--- src/tsp_defs.vh ---
// Constants for the single pulse and capture timer block
`ifndef TSP_DEFS_VH
`define TSP_DEFS_VH

// ----------------------------------------
// AXI4-Lite register byte offsets
// ----------------------------------------
`define TSP_OFF_CTRL 4'h0
`define TSP_OFF_CFG 4'h4
`define TSP_OFF_CMPA 4'h8
`define TSP_OFF_CMPP 4'hc
`define TSP_ADDR_W 4

// ----------------------------------------
// Register select bits and byte lanes
// ----------------------------------------
`define TSP_SEL_CTRL 0
`define TSP_SEL_CFG 1
`define TSP_SEL_CMPA 2
`define TSP_SEL_CMPP 3
`define TSP_LANE_LO 0
`define TSP_LANE_HI 1
`define TSP_BYTE_MSB 7
`define TSP_HI_LSB 8
`define TSP_FIELD_W 2

// ----------------------------------------
// Control register fields
// ----------------------------------------
`define TSP_CTRL_RUN 0
`define TSP_CTRL_MAF 1
`define TSP_CTRL_MPF 2
`define TSP_CTRL_CNT_LSB 16

// ----------------------------------------
// Config register fields
// ----------------------------------------
`define TSP_CFG_SWAP 0
`define TSP_CFG_CLR 1
`define TSP_CFG_INV 2
`define TSP_CFG_INIT 3
`define TSP_CFG_PIN_LSB 4
`define TSP_CFG_MODE_LSB 6

// ----------------------------------------
// Encodings
// ----------------------------------------
`define TSP_MODE_CAPTURE 2'h1
`define TSP_MODE_PULSE 2'h2
`define TSP_PIN_PULSE 2'h3
`define TSP_EDGE_RISE 2'h0
`define TSP_EDGE_FALL 2'h1
`define TSP_EDGE_BOTH 2'h2
`define TSP_EDGE_OFF 2'h3

// ----------------------------------------
// AXI responses
// ----------------------------------------
`define TSP_RESP_OKAY 2'h0
`define TSP_RESP_SLVERR 2'h2

`endif

--- src/tsp_timer.v ---
// Single pulse output and capture input timer with AXI4-Lite registers
//
// The placing of the registers and the AXI4-Lite slave port were decided locally.
`timescale 1ns/1ns
// ----------------------------------------
// Overview of operation
// ----------------------------------------
module tsp_timer #(
	parameter CNT_W = 10
) (
	input wire ref_clk,
	input wire arst_n,
	input wire timer_tick,
	input wire ext_clock_pin,
	input wire capture_input_pin,
	output reg pulse_out,
	output reg timer_irq,
	input wire [3:0] s_axi_awaddr,
	input wire s_axi_awvalid,
	output reg s_axi_awready,
	input wire [31:0] s_axi_wdata,
	input wire [3:0] s_axi_wstrb,
	input wire s_axi_wvalid,
	output reg s_axi_wready,
	output reg [1:0] s_axi_bresp,
	output reg s_axi_bvalid,
	input wire s_axi_bready,
	input wire [3:0] s_axi_araddr,
	input wire s_axi_arvalid,
	output reg s_axi_arready,
	output reg [31:0] s_axi_rdata,
	output reg [1:0] s_axi_rresp,
	output reg s_axi_rvalid,
	input wire s_axi_rready
);
`include "tsp_defs.vh"

	// ----------------------------------------
	// State
	// ----------------------------------------
	reg [CNT_W-1:0] count_reg;
	reg [CNT_W-1:0] compare_a_value_reg;
	reg [CNT_W-1:0] compare_p_value_reg;
	reg counter_run_reg;
	reg run_prev_reg;
	reg [1:0] mode_select_reg;
	reg [1:0] pin_function_reg;
	reg output_initial_level_reg;
	reg output_invert_reg;
	reg clear_source_select_reg;
	reg duty_period_swap_reg;
	reg match_a_flag_reg;
	reg match_p_flag_reg;
	reg ext_prev_reg;
	reg cap_prev_reg;
	reg cap_pend_reg;
	reg maf_pend_reg;
	reg [3:0] awaddr_reg;
	reg [31:0] wdata_reg;
	reg [3:0] wstrb_reg;
	reg aw_have_reg;
	reg w_have_reg;

	wire pulse_mode = (mode_select_reg == `TSP_MODE_PULSE) && (pin_function_reg == `TSP_PIN_PULSE);
	wire capture_mode = (mode_select_reg == `TSP_MODE_CAPTURE);
	wire run_rise = counter_run_reg && !run_prev_reg;
	wire ext_edge = ext_clock_pin && !ext_prev_reg;
	wire cap_rise = capture_input_pin && !cap_prev_reg;
	wire cap_fall = !capture_input_pin && cap_prev_reg;
	reg cap_edge;

	always @*
	begin
		case (pin_function_reg)
			`TSP_EDGE_RISE: cap_edge = cap_rise;
			`TSP_EDGE_FALL: cap_edge = cap_fall;
			`TSP_EDGE_BOTH: cap_edge = cap_rise | cap_fall;
			default: cap_edge = 1'b0;
		endcase
	end

	wire counting = counter_run_reg && run_prev_reg && timer_tick;
	// Match A only counts when the counter actually sits on it while running
	wire match_a = pulse_mode && counting && (count_reg == compare_a_value_reg);
	// P zero never matches, so the counter rolls over at full scale
	wire match_p = capture_mode && counting && (compare_p_value_reg != {CNT_W{1'b0}})
		&& (count_reg == compare_p_value_reg);

	// ----------------------------------------
	// Register bus write decode
	// ----------------------------------------
	// Unmapped offsets give an all-zero select and a slave error
	function [3:0] reg_sel;
		input [3:0] addr;
		begin
			reg_sel = 4'h0;
			if (addr == `TSP_OFF_CTRL)
				reg_sel[`TSP_SEL_CTRL] = 1'b1;
			else if (addr == `TSP_OFF_CFG)
				reg_sel[`TSP_SEL_CFG] = 1'b1;
			else if (addr == `TSP_OFF_CMPA)
				reg_sel[`TSP_SEL_CMPA] = 1'b1;
			else if (addr == `TSP_OFF_CMPP)
				reg_sel[`TSP_SEL_CMPP] = 1'b1;
		end
	endfunction

	wire [3:0] wr_sel = reg_sel(awaddr_reg);
	wire [3:0] rd_sel = reg_sel(s_axi_araddr);
	wire do_write = aw_have_reg && w_have_reg && !s_axi_bvalid;
	wire wr_ctrl = do_write && wr_sel[`TSP_SEL_CTRL] && wstrb_reg[`TSP_LANE_LO];
	wire wr_cfg = do_write && wr_sel[`TSP_SEL_CFG] && wstrb_reg[`TSP_LANE_LO];
	wire wr_cmpa_lo = do_write && wr_sel[`TSP_SEL_CMPA] && wstrb_reg[`TSP_LANE_LO];
	wire wr_cmpa_hi = do_write && wr_sel[`TSP_SEL_CMPA] && wstrb_reg[`TSP_LANE_HI];
	wire wr_cmpp_lo = do_write && wr_sel[`TSP_SEL_CMPP] && wstrb_reg[`TSP_LANE_LO];
	wire wr_cmpp_hi = do_write && wr_sel[`TSP_SEL_CMPP] && wstrb_reg[`TSP_LANE_HI];
	wire wr_known = |wr_sel;

	always @(posedge ref_clk or negedge arst_n)
	begin
		if (!arst_n)
		begin
			s_axi_awready <= 1'b0;
			s_axi_wready <= 1'b0;
			s_axi_bvalid <= 1'b0;
			s_axi_bresp <= `TSP_RESP_OKAY;
			aw_have_reg <= 1'b0;
			w_have_reg <= 1'b0;
			awaddr_reg <= 4'h0;
			wdata_reg <= 32'h0;
			wstrb_reg <= 4'h0;
		end
		else
		begin
			s_axi_awready <= !aw_have_reg && !s_axi_awready;
			s_axi_wready <= !w_have_reg && !s_axi_wready;
			if (s_axi_awvalid && s_axi_awready)
			begin
				aw_have_reg <= 1'b1;
				awaddr_reg <= s_axi_awaddr;
				s_axi_awready <= 1'b0;
			end
			if (s_axi_wvalid && s_axi_wready)
			begin
				w_have_reg <= 1'b1;
				wdata_reg <= s_axi_wdata;
				wstrb_reg <= s_axi_wstrb;
				s_axi_wready <= 1'b0;
			end
			if (do_write)
			begin
				s_axi_bvalid <= 1'b1;
				s_axi_bresp <= wr_known ? `TSP_RESP_OKAY : `TSP_RESP_SLVERR;
			end
			if (s_axi_bvalid && s_axi_bready)
			begin
				s_axi_bvalid <= 1'b0;
				aw_have_reg <= 1'b0;
				w_have_reg <= 1'b0;
			end
		end
	end

	// ----------------------------------------
	// Register bus read
	// ----------------------------------------
	always @(posedge ref_clk or negedge arst_n)
	begin
		if (!arst_n)
		begin
			s_axi_arready <= 1'b0;
			s_axi_rvalid <= 1'b0;
			s_axi_rdata <= 32'h0;
			s_axi_rresp <= `TSP_RESP_OKAY;
		end
		else
		begin
			s_axi_arready <= !s_axi_rvalid && !s_axi_arready;
			if (s_axi_arvalid && s_axi_arready)
			begin
				s_axi_arready <= 1'b0;
				s_axi_rvalid <= 1'b1;
				s_axi_rresp <= `TSP_RESP_OKAY;
				s_axi_rdata <= 32'h0;
				if (rd_sel[`TSP_SEL_CTRL])
				begin
					s_axi_rdata[`TSP_CTRL_RUN] <= counter_run_reg;
					s_axi_rdata[`TSP_CTRL_MAF] <= match_a_flag_reg;
					s_axi_rdata[`TSP_CTRL_MPF] <= match_p_flag_reg;
					s_axi_rdata[`TSP_CTRL_CNT_LSB +: CNT_W] <= count_reg;
				end
				else if (rd_sel[`TSP_SEL_CFG])
				begin
					s_axi_rdata[`TSP_CFG_SWAP] <= duty_period_swap_reg;
					s_axi_rdata[`TSP_CFG_CLR] <= clear_source_select_reg;
					s_axi_rdata[`TSP_CFG_INV] <= output_invert_reg;
					s_axi_rdata[`TSP_CFG_INIT] <= output_initial_level_reg;
					s_axi_rdata[`TSP_CFG_PIN_LSB +: `TSP_FIELD_W] <= pin_function_reg;
					s_axi_rdata[`TSP_CFG_MODE_LSB +: `TSP_FIELD_W] <= mode_select_reg;
				end
				else if (rd_sel[`TSP_SEL_CMPA])
					s_axi_rdata[CNT_W-1:0] <= compare_a_value_reg;
				else if (rd_sel[`TSP_SEL_CMPP])
					s_axi_rdata[CNT_W-1:0] <= compare_p_value_reg;
				else
					s_axi_rresp <= `TSP_RESP_SLVERR;
			end
			if (s_axi_rvalid && s_axi_rready)
				s_axi_rvalid <= 1'b0;
		end
	end

	// ----------------------------------------
	// Timer core
	// ----------------------------------------
	always @(posedge ref_clk or negedge arst_n)
	begin
		if (!arst_n)
		begin
			count_reg <= {CNT_W{1'b0}};
			compare_a_value_reg <= {CNT_W{1'b0}};
			counter_run_reg <= 1'b0;
			match_a_flag_reg <= 1'b0;
			match_p_flag_reg <= 1'b0;
			cap_pend_reg <= 1'b0;
			maf_pend_reg <= 1'b0;
			timer_irq <= 1'b0;
		end
		else
		begin
			timer_irq <= 1'b0;

			if (wr_cmpa_lo)
				compare_a_value_reg[`TSP_BYTE_MSB:0] <= wdata_reg[`TSP_BYTE_MSB:0];
			if (wr_cmpa_hi)
				compare_a_value_reg[CNT_W-1:`TSP_HI_LSB] <= wdata_reg[CNT_W-1:`TSP_HI_LSB];

			// Flags: write one to clear, hardware set wins
			if (wr_ctrl)
			begin
				counter_run_reg <= wdata_reg[`TSP_CTRL_RUN];
				if (wdata_reg[`TSP_CTRL_MAF])
					match_a_flag_reg <= 1'b0;
				if (wdata_reg[`TSP_CTRL_MPF])
					match_p_flag_reg <= 1'b0;
			end
			if (pulse_mode && ext_edge)
				counter_run_reg <= 1'b1;
			if (match_a)
			begin
				counter_run_reg <= 1'b0;
				match_a_flag_reg <= 1'b1;
				timer_irq <= 1'b1;
			end

			// Counter
			if (run_rise)
				count_reg <= {CNT_W{1'b0}};
			else if (match_p)
				count_reg <= {CNT_W{1'b0}};
			else if (counting && !match_a)
				count_reg <= count_reg + 1'b1;

			if (match_p)
			begin
				match_p_flag_reg <= 1'b1;
				timer_irq <= 1'b1;
			end

			// Capture: edge latched on the next timer tick, flag one cycle after
			if (capture_mode && counter_run_reg && cap_edge)
				cap_pend_reg <= 1'b1;
			if (cap_pend_reg && timer_tick)
			begin
				cap_pend_reg <= 1'b0;
				compare_a_value_reg <= count_reg;
				maf_pend_reg <= 1'b1;
			end
			if (maf_pend_reg)
			begin
				maf_pend_reg <= 1'b0;
				match_a_flag_reg <= 1'b1;
				timer_irq <= 1'b1;
			end
		end
	end

	// ----------------------------------------
	// Configuration and compare P
	// ----------------------------------------
	// Compare A stays with the core, since a capture also loads it
	always @(posedge ref_clk or negedge arst_n)
	begin
		if (!arst_n)
		begin
			compare_p_value_reg <= {CNT_W{1'b0}};
			mode_select_reg <= 2'h0;
			pin_function_reg <= 2'h0;
			output_initial_level_reg <= 1'b0;
			output_invert_reg <= 1'b0;
			clear_source_select_reg <= 1'b0;
			duty_period_swap_reg <= 1'b0;
		end
		else
		begin
			if (wr_cfg)
			begin
				duty_period_swap_reg <= wdata_reg[`TSP_CFG_SWAP];
				clear_source_select_reg <= wdata_reg[`TSP_CFG_CLR];
				output_invert_reg <= wdata_reg[`TSP_CFG_INV];
				output_initial_level_reg <= wdata_reg[`TSP_CFG_INIT];
				pin_function_reg <= wdata_reg[`TSP_CFG_PIN_LSB +: `TSP_FIELD_W];
				mode_select_reg <= wdata_reg[`TSP_CFG_MODE_LSB +: `TSP_FIELD_W];
			end
			if (wr_cmpp_lo)
				compare_p_value_reg[`TSP_BYTE_MSB:0] <= wdata_reg[`TSP_BYTE_MSB:0];
			if (wr_cmpp_hi)
				compare_p_value_reg[CNT_W-1:`TSP_HI_LSB] <= wdata_reg[CNT_W-1:`TSP_HI_LSB];
		end
	end

	// ----------------------------------------
	// Edge history of run bit and pins
	// ----------------------------------------
	// Reset values match the idle pin level, so no false edge follows reset
	always @(posedge ref_clk or negedge arst_n)
	begin
		if (!arst_n)
		begin
			run_prev_reg <= 1'b0;
			ext_prev_reg <= 1'b0;
			cap_prev_reg <= 1'b0;
		end
		else
		begin
			run_prev_reg <= counter_run_reg;
			ext_prev_reg <= ext_clock_pin;
			cap_prev_reg <= capture_input_pin;
		end
	end

	// ----------------------------------------
	// Output pin
	// ----------------------------------------
	// Level follows run, so a software clear ends the pulse as well
	always @(posedge ref_clk or negedge arst_n)
	begin
		if (!arst_n)
			pulse_out <= 1'b0;
		else if (pulse_mode)
			pulse_out <= (counter_run_reg ? output_initial_level_reg : !output_initial_level_reg)
				^ output_invert_reg;
		else
			pulse_out <= 1'b0;
	end

endmodule // tsp_timer

--- config.mk ---
export PLATFORM = sky130hd
export DESIGN_NAME = tsp_timer
export DESIGN_NICKNAME = d
export VERILOG_FILES = /design/src/tsp_timer.v
export VERILOG_INCLUDE_DIRS = /design/src /design/src/src
export SDC_FILE = /design/constraint.sdc
export NUM_CORES = 1
export LEC_CHECK = 0
export ABC_AREA = 1
export BUFFER_PORTS_ARGS = -buffer_cell sky130_fd_sc_hd__buf_2
export CAP_MARGIN = 30
export CORE_UTILIZATION = 45
export CTS_BUF_LIST = sky130_fd_sc_hd__clkbuf_16
export CTS_CLUSTER_DIAMETER = 200
export DETAILED_ROUTE_END_ITERATION = 10
export PLACE_DENSITY = 0.67
export SYNTH_ARGS = -nofsm -noshare
export SYNTH_HDL_FRONTEND = slang
export SYNTH_SLANG_ARGS = --single-unit
--- constraint.sdc ---
create_clock -name ref_clk -period 1.7 [get_ports ref_clk]
set_clock_uncertainty 0.05 [all_clocks]
set_input_delay 0.085 -clock ref_clk [delete_from_list [all_inputs] [get_ports ref_clk]]
set_output_delay 0.085 -clock ref_clk [all_outputs]
set_load 0.005 [all_outputs]
==> impl_metrics.py, run 1 <==
metrics = {
    "setup_path": {
        "timing.rr.end": "count_reg[6]",
        "cpPeakStageDelay_ns": 0.49,
        "r2r_setup_slack_ns": 0.13,
        "crit_end": "count_reg[6]",
        "path_max_fanout": 6,
        "worstSetupPathType": "reg -> reg",
        "startpoint_type": "register",
        "cp_top_family": "flip-flops",
        "cp_data_arrival_time_ns": 1.75,
        "cp.depth": 8,
        "crit_top_cell": "inv_1",
        "worst_ep_required_time_ns": 1.88,
        "cpMaxStageDelayCell": "dfrtp_1",
        "rr_worst_depth": 8,
        "cp-startpoint": "count_reg[1]",
        "path_buf_inv": 2,
        "r2r_start": "count_reg[1]",
        "endpoint_kind": "register",
        "path_cells": "ha_1 -> nand3_1 -> nor2_1 -> inv_1 -> o21ai_0 -> inv_1 -> nand4_1 -> nand2_1",
    },
    "clock_tree": {
        "root_buffer": "clkbuf_16",
        "cts_buffers": 9,
        "htreeDepth": 3,
        "clk_path_buf_depth": 2,
        "clkLatencyLatePin_ns": 0.34,
        "path_clk_slew_ns": 0.07,
        "clock-sinks": 93,
        "cts_tree": "yes",
    },
    "synth": {
        "ys_types": 43,
        "synth_mux_area_frac": 0,
        "synth_top_cell_by_area": "dfrtp_1",
        "syn_area_per_cell_um2": 8.18,
        "syn_inst": 599,
        "synth_top_area_share": 0.475,
        "ys_top_cells_by_area": "dfrtp_1, nand2_1, inv_1",
        "netlist_area_um2": 4900,
        "seq_area_frac_synth": 0.475,
        "synth-simple-area-share": 0.264,
        "synthXorXnorAreaFrac": 0.0179,
        "synth_fa_ha_area_frac": 0.00766,
        "synth_top_family_by_area": "simple AND/OR/NAND/NOR gates",
        "yosys_warnings": 0,
        "synth_seq_cells": 93,
        "synth_compound_area_frac": 0.131,
    },
    "grt": {
        "antenna_found_initial": 0,
        "grt_usage": 0.229,
        "grt_pass1_vias": 3952,
        "grt.overflow.total": 0,
        "grt_max_degree": 35,
        "grt_pass1_wl_um": 20000,
    },
    "sta": {
        "maxSlewViolCount": 0,
        "finalCritPeriodShare": 0.925,
        "final-hold-violation-count": 0,
        "fin_tns_setup_ns": 0,
        "worstMarginPinSlew_ns": 0.556,
        "relSlewSlack": 0.629,
        "rsz0062_at_grt": "false",
        "setup_viol": 0,
        "fin_crit_ns": 1.57,
        "fmax_mhz": 636,
    },
    "floorplan": {
        "start_util": 0.470,
        "core_area_um2": 10400,
        "dieHeight_um": 106,
        "die_area_um2": 11300,
        "die_w_um": 106,
        "rows": 37,
        "pin_count": 97,
    },
    "pwr": {
        "powerDensity_nw_per_um2": 1460,
        "power.leakage_nw": 2.91,
        "vdd_drop_max_v": 0.000793,
    },
    "final_layout": {
        "antenna_cells": 0,
        "layout.nets": 747,
        "syn_to_final_growth_pct": 20.2,
        "fin_util": 0.565,
        "nFillCells": 970,
        "final_cell_mix": "nand2_1, dfrtp_1, inv_1",
        "drive_gt1_frac": 0.201,
        "largest_reg_flops": 20,
        "largest_register": "s_axi_rdata",
        "final_common_cell": "nand2_1",
    },
    "drt": {
        "first_pass_iters": 5,
        "drc_errors": 0,
        "met1_length_um": 5720,
        "wl_per_cell_um": 14.5,
        "ant_nets": 0,
        "top_layer": "met4",
        "vias_per_cell": 4.98,
        "drt_iter0_markers": 216,
        "met2_wirelength_um": 5680,
        "vias": 4139,
        "finalWirelength_um": 12100,
        "met3_length_um": 456,
    },
    "placed_design": {
        "gp_congestion": 0.914,
        "io_buffers": 58,
        "hpwl_um": 9180,
    },
    "job": {
        "maxCapViolations": 0,
    },
    "hold_path": {
        "hold_path.class": "in -> reg",
    },
    "outcome": {
        "status": "finished, final reports clean",
    },
}
==> layout make-up <==
| type | count | area, µm² | area share |
|---|---|---|---|
| Timing Repair Buffer | 99 | 698 | 0.119 |
| Inverter | 70 | 273 | 0.0463 |
| Tap cell | 136 | 170 | 0.0289 |
| Clock inverter | 7 | 75.1 | 0.0127 |
| Clock buffer | 9 | 225 | 0.0382 |
| Sequential cell | 93 | 2330 | 0.396 |
| Multi-Input combinational cell | 417 | 2120 | 0.359 |
==> cell families (layout without fill, tap and decap cells) <==
family,after synthesis,count (layout)
buf+inv,102,185
xor+xnor,10,10
compound gates,110,110
flops,93,93
other cells,1,14
fa+ha+maj,3,3
simple gates,280,280
==> worst min path at each step <==
stage	start	endpoint	slack, ns	cells past startpoint
final	s_axi_araddr[3]	s_axi_rdata[8]	0.09	5
after detailed placement	arst_n	s_axi_rdata[19]	0.01	1
after global placement	arst_n	s_axi_rdata[22]	0.02	1
after CTS	s_axi_araddr[3]	s_axi_rdata[8]	0.09	5
after global routing	timer_tick	maf_pend_reg	0.11	4
after floorplan	arst_n	aw_have_reg	-0.26	0
==> routing by layer <==
| metal | track usage | up-vias |
|---|---|---|
| met3 | 0.0307 | 14 |
| met4 | 0.0655 | 0 |
| li1 | - | 2082 |
| met1 | 0.314 | 1931 |
| met5 | 0 | - |
| met2 | 0.378 | 112 |
==> synthesized netlist by cell type, drive strengths merged <==
master / instances
o22ai: 9
nor3: 3
nor2: 50
a21o: 1
nand3: 25
a22oi: 1
xor2: 6
o211ai: 10
nand2: 187
o21a: 1
o21ai: 70
nand4: 11
dfrtp: 93
buf: 26
conb: 1
clkinv: 2
nor3b: 3
nor4: 1
ha: 3
inv: 68
a21oi: 16
clkbuf: 6
xnor2: 4
a31oi: 2
==> worst reg2reg max path, stage by stage, from the launching register on <==
cell and delay (ns):
dfrtp_1 0.49, ha_1 0.25, nand3_1 0.14, nor2_1 0.15
inv_1 0.06, o21ai_0 0.14, inv_1 0.05, nand4_1 0.08
nand2_1 0.06
==> power breakdown <==
| group | total, mW | switching, mW | internal [mW] |
|---|---|---|---|
| sequential | 3.53 | 0.643 | 2.89 |
| combinational | 3.02 | 1.89 | 1.13 |
| clock | 2.03 | 0.880 | 1.15 |
| total | 8.57 | 3.41 | 5.16 |
==> repair_timing <==
item | CTS | global route
hold buffers | 24 | 0
gates resized for setup | 0 | 4
setup endpoints to repair | 0 | 5
endpoints found under the hold margin | 53 | 0
setup buffers | 0 | 0
==> stage by stage <==
stage	hold WS [ns]	instances	total power, mW	setup slack, ns	cell area, µm²
after floorplan	-0.261	612	5.57	0.300	4950
after global placement	0.0156	791	6.41	0.136	5340
after detailed placement	0.0140	791	6.49	0.0976	5340
after CTS	0.0871	831	8.60	0.0925	5880
after global routing	0.111	831	9.19	0.00886	5890
final	0.0917	831	8.57	0.127	5890
Note: power is estimated with default switching activity, not from simulation.
==> run 2: changes to the inputs <==
--- a/config.mk
+++ b/config.mk
@@ -10,7 +10,7 @@
 export BUFFER_PORTS_ARGS = -buffer_cell sky130_fd_sc_hd__buf_2
 export CAP_MARGIN = 30
 export CORE_UTILIZATION = 45
-export CTS_BUF_LIST = sky130_fd_sc_hd__clkbuf_16
+export CTS_BUF_LIST = sky130_fd_sc_hd__clkbuf_8
 export CTS_CLUSTER_DIAMETER = 200
 export DETAILED_ROUTE_END_ITERATION = 10
 export PLACE_DENSITY = 0.67
==> constraint.sdc (replaced) <==
create_clock -name ref_clk -period 1.58 [get_ports ref_clk]
set_clock_uncertainty 0.05 [all_clocks]
set_input_delay 0.079 -clock ref_clk [delete_from_list [all_inputs] [get_ports ref_clk]]
set_output_delay 0.079 -clock ref_clk [all_outputs]
set_load 0.005 [all_outputs]
==> run 2 against run 1 <==
Compared with the run above: the run now ends with setup timing left; clock power down 20%; count of clock-buffer cells in the layout is the same; flip-flop and latch count is the same; sequential power increased by 8.2%; hold slack worse by 0.018 ns; fmax fell by 0.45%; sequential share of layout area decreased by 1.2 points; non-clock buffer count grew 25; utilization is 2.0 points higher; global-route usage increased by 0.34 points; critical path depth grew 2; first-iteration DRC count down 6.5%; critical endpoint is now count_reg[5]; highest routed layer unchanged.
==> impl_metrics.py, run 2 (same netlist as run 1, synthesis figures left out) <==
metrics = {
    "pwr": {
        "power.leakage_nw": 2.99,
        "power.share.combinational": 0.415,
        "intPower_mw": 5.40,
        "vdd_drop_max_v": 0.000821,
        "p_seq_frac": 0.411,
        "swShare": 0.419,
        "powerDensity_nw_per_um2": 1530,
        "switching_power_mw": 3.90,
        "clockPowerShare": 0.174,
    },
    "final_layout": {
        "layout.nets": 773,
        "nFillCells": 981,
        "final_cell_mix": "nand2_1, dfrtp_1, inv_1, buf_2, buf_4",
        "drive_gt1_frac": 0.260,
        "antenna_cells": 0,
        "final_common_cell": "nand2_1",
        "fin_util": 0.585,
        "instances_no_fill": 856,
        "largest_reg_flops": 20,
        "syn_to_final_growth_pct": 24.4,
        "largest_register": "s_axi_rdata",
    },
    "grt": {
        "grt_usage": 0.232,
        "grt_max_degree": 94,
        "grt_pass1_vias": 4060,
        "antenna_found_initial": 0,
        "grt.overflow.total": 0,
        "grt_pass1_wl_um": 20100,
    },
    "setup_path": {
        "rr_worst_depth": 10,
        "worstSetupPathType": "reg -> reg",
        "cpPeakStageDelay_ns": 0.47,
        "cp_data_arrival_time_ns": 1.78,
        "r2r_setup_slack_ns": -0.0003,
        "r2r_start": "count_reg[0]",
        "timing.rr.end": "count_reg[5]",
        "path_cells": "buf_6 -> nand2_2 -> nand2_2 -> nor2_2 -> nand2_1 -> nor2_4 -> a21oi_4 -> buf_12 -> nand3_1 -> nand2_1",
        "cpMaxStageDelayCell": "dfrtp_2",
        "worst_ep_required_time_ns": 1.78,
        "endpoint_kind": "register",
        "startpoint_type": "register",
        "path_max_fanout": 10,
    },
    "clock_tree": {
        "clk_path_buf_depth": 2,
        "clock-sinks": 93,
        "clkLatencyLatePin_ns": 0.36,
        "cts_tree": "yes",
        "path_clk_slew_ns": 0.09,
        "cts_buffers": 9,
        "root_buffer": "clkbuf_8",
        "htreeDepth": 3,
    },
    "outcome": {
        "failed_checks": "setup timing",
        "status": "complete, but fails checks",
    },
    "sta": {
        "finalCritPeriodShare": 1.00,
        "fin_crit_ns": 1.58,
        "setup_viol": 1,
        "rsz0062_at_grt": "true",
        "relSlewSlack": 0.640,
        "maxSlewViolCount": 0,
        "setup_ws_ns": -0.000272,
        "whs_ns": 0.0739,
        "final-hold-violation-count": 0,
        "worstMarginPinSlew_ns": 0.540,
        "fmax_mhz": 633,
    },
    "floorplan": {
        "core_area_um2": 10400,
        "pin_count": 97,
        "die_w_um": 106,
        "start_util": 0.470,
        "dieHeight_um": 106,
        "die_area_um2": 11300,
        "rows": 37,
    },
    "drt": {
        "vias": 4260,
        "wl_per_cell_um": 14.7,
        "drc_errors": 0,
        "drt_iter0_markers": 202,
        "finalWirelength_um": 12600,
        "ant_nets": 0,
        "vias_per_cell": 4.98,
        "first_pass_iters": 5,
    },
    "hold_path": {
        "holdPathEnd": "s_axi_rdata[8]",
        "worstHoldStart": "s_axi_araddr[3]",
        "hold_path.class": "in -> reg",
        "worstHoldPathCells": 5,
    },
    "placed_design": {
        "hpwl_um": 9140,
        "io_buffers": 58,
        "gp_congestion": 0.921,
        "dp_cells": 810,
    },
    "job": {
        "maxCapViolations": 0,
    },
}
## run 2: changes by cell type in the layout (fill, tap and decap cells not counted), moves of 4 or more
cell	delta
clkbuf_16	-9
nand2_1	-4
buf_4	+24
dfrtp_2	+5
nor2_4	+5
nand2_2	+4
nor2_1	-4
dfrtp_1	-5
clkbuf_8	+9
## run 2: per-stage QoR
stage / worst slack, ns / total power, mW / setup TNS (ns) / cell area [µm²]
floorplan: 0.180 / 6.00 / 0 / 4950
global placement: 0.0209 / 7.08 / 0 / 5460
detailed placement: -0.0401 / 7.18 / -0.150 / 5460
CTS: 0.00513 / 8.97 / 0 / 5930
global route: -0.0581 / 9.98 / -0.376 / 6090
finish: -0.000272 / 9.30 / -0.000272 / 6090
## run 2: layout make-up
class / count / area, µm² / share of cell area
repair buffers: 124 / 881 / 0.145
repair inverters: 1 / 7.51 / 0.00123
multi-input cells: 417 / 2220 / 0.365
clock inverters: 6 / 71.3 / 0.0117
clock buffers: 9 / 124 / 0.0203
well taps: 136 / 170 / 0.0279
inverters: 70 / 277 / 0.0454
flip-flops and latches: 93 / 2340 / 0.384
## run 2: power by group through the flow
stage                     Clock, mW  Sequential, mW  Combinational, mW
after floorplan                   0            3.61               2.39
after global placement            0            3.76               3.31
after detailed placement          0            3.80               3.38
after CTS                      1.65            3.77               3.55
after global routing           1.77            3.92               4.30
final                          1.62            3.82               3.86
## run 2: worst max-delay path, delay by kind of cell (launching register included)
family / cells / cell delay [ns]
and+or+nand+nor: 7 / 0.60
DFF: 1 / 0.47
buffers and inverters: 2 / 0.28
AOI/OAI and AO/OA: 1 / 0.08
## run 2: repair_timing
action / CTS / global route
pin swaps: 1 / 11
hold buffers: 24 / 0
resized for setup: 6 / 31
endpoints found under the setup margin: 10 / 23
gates cloned: 0 / 1
buffers inserted: 1 / 5
endpoints found under the hold margin: 115 / 0
## run 2: routing by layer
metal  vias to the layer above  track usage  wire, µm
met1                      1996        0.314      5680
li1                       2132            -         -
met3                        18       0.0313       562
met2                       114        0.383      6050
met5                         -            0         0
met4                         0       0.0784       304
## run 2: worst max path at each step
stage,startpoint,end,depth (start not counted)
floorplan,count_reg[0],count_reg[6],8
global placement,compare_p_value_reg[8],count_reg[6],7
detailed placement,compare_p_value_reg[8],count_reg[3],7
CTS,mode_select_reg[1],count_reg[3],9
global route,count_reg[0],count_reg[3],9
finish,count_reg[0],count_reg[5],10
